### src/core/lrx_params.svh
// Timing, width and code constants for the link recovery exit block.
`ifndef LRX_PARAMS_SVH
`define LRX_PARAMS_SVH

// Clock rate in kHz (125 MHz port clock).
`define LRX_CLK_KHZ        125000
// Recovery path limit in milliseconds.
`define LRX_PATH_MS        5
// Cycles in one millisecond tick.
`define LRX_MS_CYCLES      (`LRX_CLK_KHZ)
// Short acknowledge timeout in microseconds, inside the 100 to 200 window.
`define LRX_ACK_SHORT_US   150
// Short acknowledge timeout as clock cycles.
`define LRX_ACK_SHORT_CYC  ((`LRX_ACK_SHORT_US * `LRX_CLK_KHZ) / 1000)
// Sequence counter modulus masks for normal and extended operation.
`define LRX_MASK_NORMAL    8'h03
`define LRX_MASK_EXT       8'hFF
// Alert code width.
`define LRX_ALERT_W        8
// Alert code used for a ready-state timeout exit.
`define LRX_ALERT_READY_TO 8'h0B
// Alert code used for a disabled-state wait timeout exit.
`define LRX_ALERT_DIS_TO   8'h0A
// Alert code used when a path supervisor overruns.
`define LRX_ALERT_PATH_TO  8'h0C

`endif

### src/core/lrx_pkg.sv
// Types shared by the link recovery exit block.
package lrx_pkg;

    // Recovery and exit sequence states, one-hot.
    typedef enum logic [11:0] {
        LRX_IDLE      = 12'h001,
        LRX_TXWAIT    = 12'h002,
        LRX_RSTWAIT   = 12'h004,
        LRX_DISABLED  = 12'h008,
        LRX_ENABLED   = 12'h010,
        LRX_READY     = 12'h020,
        LRX_EX_OPER   = 12'h040,
        LRX_EX_EXT    = 12'h080,
        LRX_EX_PRIV   = 12'h100,
        LRX_EX_ALERT  = 12'h200,
        LRX_EX_RST    = 12'h400,
        LRX_RETX      = 12'h800
    } lrx_state_t;

    // Events seen on the link by the receiver and transmitter.
    typedef struct packed {
        logic codeViolation;   // Transmitter saw a code violation.
        logic frameActive;     // A frame is being sent.
        logic txBusy;          // Transmission still in progress.
        logic resetFrameRx;    // Link reset frame received.
        logic disableSeen;     // Remote disable_character detected.
        logic flagSeen;        // Flag character received.
        logic exitFail;        // Other recovery step asks for failed exit.
    } lrx_link_evt_t;

    // Port control outputs.
    typedef struct packed {
        logic abortFrame;      // Abort the frame in flight.
        logic checkState;      // Port is in Check state.
        logic sendResetFrame;  // Send own link reset frame.
        logic disabledState;   // Port is Disabled.
        logic enabledState;    // Port is Enabled.
        logic readyState;      // Port is Ready.
        logic restartPort;     // Run the normal restart sequence.
    } lrx_port_ctl_t;

endpackage

### src/core/lrx_link_recovery.sv
// Link recovery timing supervisor and unsuccessful-exit sequencer.
`include "lrx_params.svh"

module lrx_link_recovery #(
    parameter int MS_CYCLES = `LRX_MS_CYCLES,  // Cycles per millisecond tick.
    parameter int PATH_MS   = `LRX_PATH_MS,    // Milliseconds per path.
    parameter int PTR_W     = 8,               // Send slot pointer width.
    parameter int SEQ_W     = 8                // Sequence counter width.
) (
    input  wire logic                    clk,
    input  wire logic                    srst,
    input  wire lrx_pkg::lrx_link_evt_t  linkEvt,
    input  wire logic                    extCapable,
    input  wire logic [SEQ_W-1:0]        transmitSequenceCount,
    input  wire logic [SEQ_W-1:0]        remoteReceiveSequenceCount,
    input  wire logic [PTR_W-1:0]        sendSlotPointer,
    input  wire logic [`LRX_ALERT_W-1:0] exitAlertCode,
    output lrx_pkg::lrx_port_ctl_t       portCtl,
    output logic                         linkUp,
    output logic                         extDistanceOn,
    output logic [15:0]                  ackTimeoutCycles,
    output logic                         privilegedMode,
    output logic                         dropAppFrames,
    output logic                         alertValid,
    output logic [`LRX_ALERT_W-1:0]      alertCode,
    output logic                         retransmitStart,
    output logic [PTR_W-1:0]             retransmitPointer,
    output logic [SEQ_W-1:0]             unreceivedCount,
    output logic                         pathOverrun
);
    import lrx_pkg::*;

    // ****************************************************************
    // Millisecond timebase
    // ****************************************************************

    // Free-running cycle divider giving one tick per millisecond.
    logic [31:0] msDiv_reg, msDiv_next;
    logic        msTick;

    // Divider next value; the tick fires on the last count.
    always_comb begin
        msTick    = (msDiv_reg == 32'(MS_CYCLES - 1));
        msDiv_next = msTick ? 32'h0000_0000 : msDiv_reg + 32'h0000_0001;
    end

    // Divider register.
    always_ff @(posedge clk) begin
        if (srst) begin
            msDiv_reg <= 32'h0000_0000;
        end else begin
            msDiv_reg <= msDiv_next;
        end
    end

    // ****************************************************************
    // Recovery sequencer
    // ****************************************************************

    lrx_state_t             state_reg, state_next;       // Sequencer state.
    logic [7:0]             msLeft_reg, msLeft_next;     // Path budget left.
    logic                   resetSent_reg, resetSent_next; // Own reset frame out.
    logic                   resetRcvd_reg, resetRcvd_next; // Remote reset frame in.
    logic                   linkUp_reg, linkUp_next;
    logic                   ext_reg, ext_next;
    logic [15:0]            ackTo_reg, ackTo_next;
    logic                   priv_reg, priv_next;
    logic                   alertV_reg, alertV_next;
    logic [`LRX_ALERT_W-1:0] alertC_reg, alertC_next;
    logic [`LRX_ALERT_W-1:0] pendCode_reg, pendCode_next; // Code of the exit taken.
    logic                   retx_reg, retx_next;
    logic [PTR_W-1:0]       retxPtr_reg, retxPtr_next;
    logic [SEQ_W-1:0]       unrcv_reg, unrcv_next;
    logic                   overrun_reg, overrun_next;
    lrx_port_ctl_t          ctl_reg, ctl_next;
    logic [SEQ_W-1:0]       seqMask;                     // Modulus mask.
    logic [SEQ_W-1:0]       seqDiff;                     // Unreceived frames.
    logic                   budgetOut;                   // Path budget spent.

    // Next-state logic. Each 5 ms path reloads the budget on entry, except a receive-to-send path whose
    // remote frame lands with the violation; when the budget runs out the port exits unsuccessfully, with pathOverrun raised only in
    // TXWAIT and RSTWAIT, so a stuck remote cannot hold recovery open forever.
    always_comb begin
        state_next     = state_reg;
        msLeft_next    = msLeft_reg;
        resetSent_next = resetSent_reg;
        resetRcvd_next = resetRcvd_reg | linkEvt.resetFrameRx;
        linkUp_next    = linkUp_reg;
        ext_next       = ext_reg;
        ackTo_next     = ackTo_reg;
        priv_next      = priv_reg;
        alertV_next    = 1'b0;
        alertC_next    = alertC_reg;
        pendCode_next  = pendCode_reg;
        retx_next      = 1'b0;
        retxPtr_next   = retxPtr_reg;
        unrcv_next     = unrcv_reg;
        overrun_next   = 1'b0;
        ctl_next       = ctl_reg;
        ctl_next.abortFrame     = 1'b0;
        ctl_next.sendResetFrame = 1'b0;
        ctl_next.restartPort    = 1'b0;
        seqMask   = ext_reg ? SEQ_W'(`LRX_MASK_EXT) : SEQ_W'(`LRX_MASK_NORMAL);
        seqDiff   = (transmitSequenceCount - remoteReceiveSequenceCount) & seqMask;
        budgetOut = (msLeft_reg == 8'h00);
        if (msTick && !budgetOut) begin
            msLeft_next = msLeft_reg - 8'h01;
        end
        unique case (state_reg)
            LRX_IDLE, LRX_READY: begin
                if (linkEvt.codeViolation && linkEvt.frameActive) begin
                    ctl_next.abortFrame = 1'b1;
                    ctl_next.checkState = 1'b1;
                    ctl_next.readyState = 1'b0;
                    resetSent_next      = 1'b0;
                    // A remote reset frame landing in this same cycle still counts.
                    resetRcvd_next      = linkEvt.resetFrameRx;
                    state_next          = LRX_TXWAIT;
                // A reset frame from the remote also opens recovery.
                end else if (linkEvt.resetFrameRx) begin
                    ctl_next.checkState = 1'b1;
                    ctl_next.readyState = 1'b0;
                    resetSent_next      = 1'b0;
                    resetRcvd_next      = 1'b1;
                    msLeft_next         = 8'(PATH_MS);
                    state_next          = LRX_TXWAIT;
                end
            end
            LRX_TXWAIT: begin
                if (!linkEvt.txBusy) begin
                    ctl_next.sendResetFrame = 1'b1;
                    resetSent_next          = 1'b1;
                    unrcv_next              = seqDiff;
                    msLeft_next             = 8'(PATH_MS);
                    state_next              = LRX_RSTWAIT;
                end else if (resetRcvd_reg && budgetOut) begin
                    overrun_next  = 1'b1;
                    pendCode_next = `LRX_ALERT_PATH_TO;
                    state_next    = LRX_EX_OPER;
                end else if (linkEvt.resetFrameRx && !resetRcvd_reg) begin
                    // The receive-to-send path starts when the remote frame lands; a frame that lands
                    // with the violation skips this reload, so a stale budget can cut that path short.
                    msLeft_next = 8'(PATH_MS);
                end
            end
            LRX_RSTWAIT: begin
                if (resetRcvd_reg) begin
                    ctl_next.disabledState = 1'b1;
                    ctl_next.checkState    = 1'b0;
                    msLeft_next            = 8'(PATH_MS);
                    state_next             = LRX_DISABLED;
                end else if (linkEvt.resetFrameRx) begin
                    // An arrival wins over a budget that runs out in the same cycle.
                    msLeft_next = 8'(PATH_MS);
                end else if (budgetOut) begin
                    overrun_next  = 1'b1;
                    pendCode_next = `LRX_ALERT_PATH_TO;
                    state_next    = LRX_EX_OPER;
                end
            end
            LRX_DISABLED: begin
                if (linkEvt.disableSeen) begin
                    ctl_next.disabledState = 1'b0;
                    ctl_next.enabledState  = 1'b1;
                    msLeft_next            = 8'(PATH_MS);
                    state_next             = LRX_ENABLED;
                end else if (budgetOut) begin
                    pendCode_next = `LRX_ALERT_DIS_TO;
                    state_next    = LRX_EX_OPER;
                end
            end
            LRX_ENABLED: begin
                if (linkEvt.flagSeen) begin
                    ctl_next.enabledState = 1'b0;
                    ctl_next.readyState   = 1'b1;
                    state_next            = LRX_RETX;
                end else if (budgetOut) begin
                    pendCode_next = `LRX_ALERT_READY_TO;
                    state_next    = LRX_EX_OPER;
                end
            end
            LRX_RETX: begin
                retx_next    = 1'b1;
                retxPtr_next = sendSlotPointer - PTR_W'(unrcv_reg);
                state_next   = LRX_READY;
            end
            LRX_EX_OPER: begin
                linkUp_next = 1'b0;
                state_next  = LRX_EX_EXT;
            end
            LRX_EX_EXT: begin
                if (extCapable) begin
                    ext_next   = 1'b0;
                    ackTo_next = 16'(`LRX_ACK_SHORT_CYC);
                end
                state_next = LRX_EX_PRIV;
            end
            LRX_EX_PRIV: begin
                priv_next  = 1'b1;
                state_next = LRX_EX_ALERT;
            end
            LRX_EX_ALERT: begin
                alertV_next = 1'b1;
                alertC_next = pendCode_reg;
                state_next  = LRX_EX_RST;
            end
            LRX_EX_RST: begin
                ctl_next              = '0;
                ctl_next.restartPort  = 1'b1;
                state_next            = LRX_IDLE;
            end
            default: begin
                state_next = LRX_IDLE;
            end
        endcase
        // An unsuccessful exit requested by another recovery step.
        if (linkEvt.exitFail && (state_reg inside {LRX_TXWAIT, LRX_RSTWAIT,
                                                   LRX_DISABLED, LRX_ENABLED})) begin
            pendCode_next = exitAlertCode;
            state_next    = LRX_EX_OPER;
        end
    end

    // Sequencer registers. After reset the link is up and Ready, with extended
    // distance on whenever the port supports it; only an exit turns it off.
    always_ff @(posedge clk) begin
        if (srst) begin
            state_reg     <= LRX_READY;
            msLeft_reg    <= 8'h00;
            resetSent_reg <= 1'b0;
            resetRcvd_reg <= 1'b0;
            linkUp_reg    <= 1'b1;
            ext_reg       <= extCapable;
            ackTo_reg     <= 16'(`LRX_ACK_SHORT_CYC);
            priv_reg      <= 1'b0;
            alertV_reg    <= 1'b0;
            alertC_reg    <= 8'h00;
            pendCode_reg  <= 8'h00;
            retx_reg      <= 1'b0;
            retxPtr_reg   <= '0;
            unrcv_reg     <= '0;
            overrun_reg   <= 1'b0;
            ctl_reg       <= '{readyState: 1'b1, default: 1'b0};
        end else begin
            state_reg     <= state_next;
            msLeft_reg    <= msLeft_next;
            resetSent_reg <= resetSent_next;
            resetRcvd_reg <= resetRcvd_next;
            linkUp_reg    <= linkUp_next;
            ext_reg       <= ext_next;
            ackTo_reg     <= ackTo_next;
            priv_reg      <= priv_next;
            alertV_reg    <= alertV_next;
            alertC_reg    <= alertC_next;
            pendCode_reg  <= pendCode_next;
            retx_reg      <= retx_next;
            retxPtr_reg   <= retxPtr_next;
            unrcv_reg     <= unrcv_next;
            overrun_reg   <= overrun_next;
            ctl_reg       <= ctl_next;
        end
    end

    // ****************************************************************
    // Outputs
    // ****************************************************************

    // All outputs come straight from registers.
    assign portCtl           = ctl_reg;
    assign linkUp            = linkUp_reg;
    assign extDistanceOn     = ext_reg;
    assign ackTimeoutCycles  = ackTo_reg;
    assign privilegedMode    = priv_reg;
    assign dropAppFrames     = priv_reg;
    assign alertValid        = alertV_reg;
    assign alertCode         = alertC_reg;
    assign retransmitStart   = retx_reg;
    assign retransmitPointer = retxPtr_reg;
    assign unreceivedCount   = unrcv_reg;
    assign pathOverrun       = overrun_reg;

endmodule

### config.mk
export PLATFORM = sky130hd
export DESIGN_NAME = lrx_link_recovery
export DESIGN_NICKNAME = d
export VERILOG_FILES = /design/src/core/lrx_pkg.sv /design/src/core/lrx_link_recovery.sv
export VERILOG_INCLUDE_DIRS = /design/src /design/src/core
export SDC_FILE = /design/constraint.sdc
export NUM_CORES = 1
export LEC_CHECK = 0
export BUFFER_PORTS_ARGS = -buffer_cell sky130_fd_sc_hd__buf_2
export CAP_MARGIN = 20
export CORE_ASPECT_RATIO = 1.75
export CORE_MARGIN = 10
export CORE_UTILIZATION = 43
export DETAILED_ROUTE_END_ITERATION = 8
export GPL_ROUTABILITY_DRIVEN = 0
export PLACE_DENSITY = 0.76
export SLEW_MARGIN = 40
export SYNTH_ARGS = -nofsm -noshare
export SYNTH_HDL_FRONTEND = slang
export SYNTH_SLANG_ARGS = --single-unit
### constraint.sdc
create_clock -name clk -period 2.6 [get_ports clk]
set_clock_uncertainty 0.2 [all_clocks]
set_input_delay 0.13 -clock clk [delete_from_list [all_inputs] [get_ports clk]]
set_output_delay 0.13 -clock clk [all_outputs]
set_load 0.01 [all_outputs]
# Word-level counts from Yosys, hierarchy flattened
# Cells that the tools add are included.
[totals] latchBits=0 mem_count=0 register_bits=98 rom_bits=0 ramBits=0
[op_classes] bitwise_logic=5 n_shift=0 n_reduce_logical=30 n_mux=61 n_eq_ne=31 add_sub_neg=4 div_mod_pow=0 mul=0 order_cmp=0
[op_table] cell="8-bit two-way mux" n=19
[op_table] cell="12-bit case mux with 10 select lines" n=1
[op_table] cell="12-bit two-way mux" n=9
[op_table] cell="8-bit case mux with 4 select lines" n=2
[op_table] cell="32-bit by 1-bit adder with 32-bit output, second input constant" n=1
[op_table] cell="32-bit by 17-bit == test with 1-bit output, second input constant" n=1
[op_table] cell="3-bit by 2-bit != test with 1-bit output, second input constant" n=9
[op_table] cell="1-bit two-way mux" n=22
[op_table] cell="3-bit AND reduction" n=6
[op_table] cell="8-bit subtractor" n=2
[op_table] cell="12-bit by 1-bit == test with 1-bit output, second input constant" n=1
[op_table] cell="12-bit by 10-bit == test with 1-bit output, second input constant" n=1
[op_table] cell="12-bit by 11-bit == test with 1-bit output, second input constant" n=1
[op_table] cell="12-bit == test, second input constant" n=1
[op_table] cell="12-bit by 2-bit == test with 1-bit output, second input constant" n=1
[op_table] cell="12-bit by 3-bit == test with 1-bit output, second input constant" n=1
[op_table] cell="12-bit by 4-bit == test with 1-bit output, second input constant" n=1
[op_table] cell="12-bit by 5-bit == test with 1-bit output, second input constant" n=1
[op_table] cell="12-bit by 6-bit == test with 1-bit output, second input constant" n=1
[op_table] cell="12-bit by 7-bit == test with 1-bit output, second input constant" n=1
[op_table] cell="12-bit by 8-bit == test with 1-bit output, second input constant" n=1
[op_table] cell="12-bit by 9-bit == test with 1-bit output, second input constant" n=1
[op_table] cell="1-bit case mux with 3 select lines" n=4
[op_table] cell="3-bit nonzero test" n=4
[op_table] cell="other kinds (20)" n=39

# Depth between registers and ports, before layout
[depth] ltp_word=8 mapped_depth=9

# Least setup slack after synthesis
# OpenSTA, ideal clock, no wires.
[synth_path] kind="reg-to-reg" startpoint="reg state_reg[11]" endpoint="reg pendCode_reg[2]" required_ns=2.279 stages_incl_launch_ff=7 path_slack_ns=0.014 path_buffers=2 period_less_slack_ns=2.586 arrival_ns=2.264 cell_sequence="dfxtp_1 > or4_1 > buf_2 > or4_4 > a221o_1 > buf_6 > mux2_4"
[synth_between] elab_chain_cells=5 elab_cells_between_ends=19 cone_classes="eq/ne: 13; mux: 2; reduce/logical: 4"
[synth_rtl] element="from (decl)" line="lrx_link_recovery.sv:60" text="lrx_state_t state_reg, state_next;"
[synth_rtl] element="from (signal assigned)" line="lrx_link_recovery.sv:245" text="state_reg <= state_next;"
[synth_rtl] element="12-bit by 2-bit == test with 1-bit output (tied with other cells)" line="lrx_link_recovery.sv:109, lrx_link_recovery.sv:217"
[synth_rtl] element="4-bit nonzero test" line="lrx_link_recovery.sv:217" text="if (linkEvt.exitFail && (state_reg inside {LRX_TXWAIT, LRX_RSTWAIT,"
[synth_rtl] element="1-bit logical AND" line="lrx_link_recovery.sv:217"
[synth_rtl] element="3-bit by 2-bit != test with 1-bit output (no source line) / 5-bit nonzero test (equally long branches)"
[synth_rtl] element="10-bit AND reduction (no source line)"
[synth_rtl] element="to (signal assigned)" line="lrx_link_recovery.sv:255" text="pendCode_reg <= pendCode_next;"
[synth_rtl] element="to (decl)" line="lrx_link_recovery.sv:70" text="logic [`LRX_ALERT_W-1:0] pendCode_reg, pendCode_next;"
# Several ways; a longest one is shown, not always the timed one.
# A chain may end at the register's enable or synchronous reset.

# Worst setup path after layout
[layout_path] startpoint="reg state_reg[10]" endpoint="reg state_reg[0]"
[layout_between] elab_chain_cells=4 elab_cells_between_ends=20 cone_classes="eq/ne: 14; mux: 1; reduce/logical: 5"
[layout_rtl] element="12-bit by 1-bit == test with 1-bit output (tied with other cells)" line="lrx_link_recovery.sv:109" text="unique case (state_reg)"
[layout_rtl] element="2-bit OR reduction / 4-bit nonzero test (equally long branches)" line="lrx_link_recovery.sv:109, lrx_link_recovery.sv:217"
[layout_rtl] element="3-bit != test (no source line) / 1-bit logical AND (equally long branches)"
[layout_rtl] element="3-bit AND reduction (no source line) / 2-bit OR reduction (equally long branches)"
# Several ways; a longest one is shown, not always the timed one.

==> flow_metrics.env <==
export IMPL_postSynthCellCount=606
export IMPL_syn_area_um2=5106
export IMPL_die_area_um2=16810
export IMPL_finish_utilization_pct=53.75
export IMPL_grt_usage_pct=16.51
export IMPL_fin_setup_tns_ns=0
export IMPL_ys_ff_latch=98
export IMPL_seq_area_frac_synth_pct=38.62
export IMPL_end_kind="flip-flop"
export IMPL_cts_max_path_buffers=2
export IMPL_timing_final_crit_share_pct=99.43
export IMPL_maxSlewHeadroom_pct=55.87
export IMPL_grt_antenna_before_repair=0
export IMPL_hold_path_class="primary input to flip-flop"
export IMPL_crit_type="flip-flop to flip-flop"
export IMPL_htreeDepth=3
export IMPL_numPortBuffers=79
export IMPL_cellPowerDensity_nw_per_um2=598.0
export IMPL_postRouteAntennaNets=0
export IMPL_post_route_min_period_ns=2.585
export IMPL_tightest_slew_ns=0.6612
export IMPL_vias_per_cell=5.492
export IMPL_grt_first_pass_wirelength_um=22440
export IMPL_cts_sinks=98
export IMPL_cp_max_fo=7
export IMPL_rsz0062_at_grt="true"
export IMPL_num_vias=4679
export IMPL_seq_area_um2=1972
export IMPL_syn_avg_cell_area_um2=8.426
export IMPL_multi_input_area_um2=2846
export IMPL_dr_pass1_iters=7
export IMPL_async_flop_share_pct=0
export IMPL_cts_tree="done"
export IMPL_arrival_ns=2.66
export IMPL_fill_cells=1060
export IMPL_hold_viol=0
export IMPL_worstPathRequired_ns=2.67
export IMPL_grt_pass1_vias=4762
export IMPL_io_pin_count=96
export IMPL_yosys_area_top_type="dfxtp_1"
export IMPL_fp_dieH_um=164.2
export IMPL_cts_setup_buffers=0
export IMPL_dp_slack_ns=0.006485
export IMPL_synth_cell_types=61
export IMPL_largest_reg_flops=32
export IMPL_drt_iter0_markers=207
export IMPL_netlist_area_leader_share_pct=38.03
export IMPL_clk_pin_slew_worst_paths_ns=0.07
export IMPL_numCtsBuffers=9
export IMPL_final_cells=852
export IMPL_synth_area_leaders="dfxtp_1 38%, nor2_1 6.6%, xor2_1 6.0%"
export IMPL_fmaxAchievable_mhz=386.8
export IMPL_grt_max_degree=33
export IMPL_clk_latency_ns=0.35
export IMPL_synthTopCellsByCount="97 x dfxtp_1, 90 x nor2_1, 40 x nand2_1"
export IMPL_dpl_hpwl_um=10480
export IMPL_stdcell_area_um2=6225
export IMPL_cp_start_kind="flip-flop"
export IMPL_start_util_pct=44.09
export IMPL_wl_per_cell_um=16.20
export IMPL_place_area_um2=5683
export IMPL_setup_violations=0
export IMPL_power_mw=3.722
export IMPL_fp_row_count=52
export IMPL_holdWs_ns=0.006956
export IMPL_antenna_cells=0
export IMPL_dp_cells=817
export IMPL_grt_overflow=0
export IMPL_synth_flop_cell="dfxtp_1"
export IMPL_synth_edf_count=1
export IMPL_max_cap_violations=0
export IMPL_drcViolationCount=0
export IMPL_p_leak_nw=2.616
export IMPL_setup_slack_ns=0.01489
export IMPL_final_layout_size_suffix_gt1_share_pct=20.64
export IMPL_syn2layout_area_growth_pct=21.91
export IMPL_status="completed"
export IMPL_nets=773
export IMPL_ys_warn_count=0
export IMPL_die_w_um=102.4
export IMPL_cts_root_buf="clkbuf_16"
export IMPL_wl_um=13800
export IMPL_slew_viol_final=0
export IMPL_core_um2=11580
export IMPL_peakVddDrop_mv=0.3569
export IMPL_synth_most_common_cell="dfxtp_1"
==> final timing paths <==
| check | slack, ns | cells after the start | endpoint | from |
|---|---|---|---|---|
| max | 0.01 | 7 | state_reg[0] | state_reg[10] |
| min | 0.007 | 5 | retransmitPointer[7] | sendSlotPointer[7] |
| max reg2reg | 0.01 | 7 | state_reg[0] | state_reg[10] |
| min reg2reg | 0.24 | 2 | linkUp | linkUp |
==> metal layers <==
| layer | share of wire [%] | global-route usage (%) | vias up |
|---|---|---|---|
| met4 | 4.3 | 8.312 | 0 |
| met1 | 37 | 16.95 | 2166 |
| met5 | 0 | 0 | - |
| met2 | 52 | 29.76 | 187 |
| li1 | - | - | 2278 |
| met3 | 7.2 | 4.291 | 48 |
==> cell families after synthesis <==
group	share of synthesized area, %
mux	2.475
compound gates	11.17
flops	38.62
xor+xnor	9.262
fa+ha+maj	4.950
simple gates	25.93
other cells	0.1471
buf+inv	7.449
==> critical path: stages (launching register included) <==
cell and delay [ns]:
dfxtp_1 0.32, or4_4 0.54, buf_4 0.18, or4_2 0.65
a2bb2oi_1 0.19, o211ai_1 0.17, a22oi_1 0.14, nor2_1 0.13
==> final cells by class <==
type	count	share of cell area, %
repair buffers	125	12.86
flip-flops and latches	98	31.68
clock inverters	6	1.407
clock buffers	10	3.678
multi-input cells	446	45.73
inverters	32	1.930
well taps	135	2.714
==> what timing repair did <==
| action | 4_1_cts | 5_1_grt |
|---|---|---|
| pin swaps | 0 | 2 |
| hold endpoints to repair | 26 | 0 |
| endpoints found under the setup margin | 2 | 16 |
| gates resized for setup | 2 | 6 |
| hold buffers | 19 | 0 |
==> cells in the final DEF, fill, tap and decap left out, types with 4 or more instances in the layout <==
master         instances
dfxtp_1               97
conb_1                16
o21ai_0               12
clkbuf_16              9
a31oi_1                4
o211ai_1               5
nand3_1               30
a21o_1                 4
xor2_1                35
buf_2                 79
nor4_1                10
inv_1                 32
nor2_1                90
nand2_1               40
buf_4                 26
dlygate4sd3_1         19
mux2i_1               10
a211oi_1               5
a21oi_1               26
nor4b_1                4
nand2b_1               7
or3_1                  5
a22oi_1                4
nor2b_1                9
and3_1                 8
ha_1                  17
a32o_1                 5
nand4_1               16
nor3_1                12
or2_2                  6
xnor2_1               19
==> where the power goes <==
part	switching [mW]	internal [mW]	total [mW]
Sequential	0.0539	1.55	1.60
Clock	0.597	0.847	1.44
Combinational	0.389	0.284	0.673
Total	1.04	2.68	3.72
Note: power is estimated with default switching activity, not from simulation.
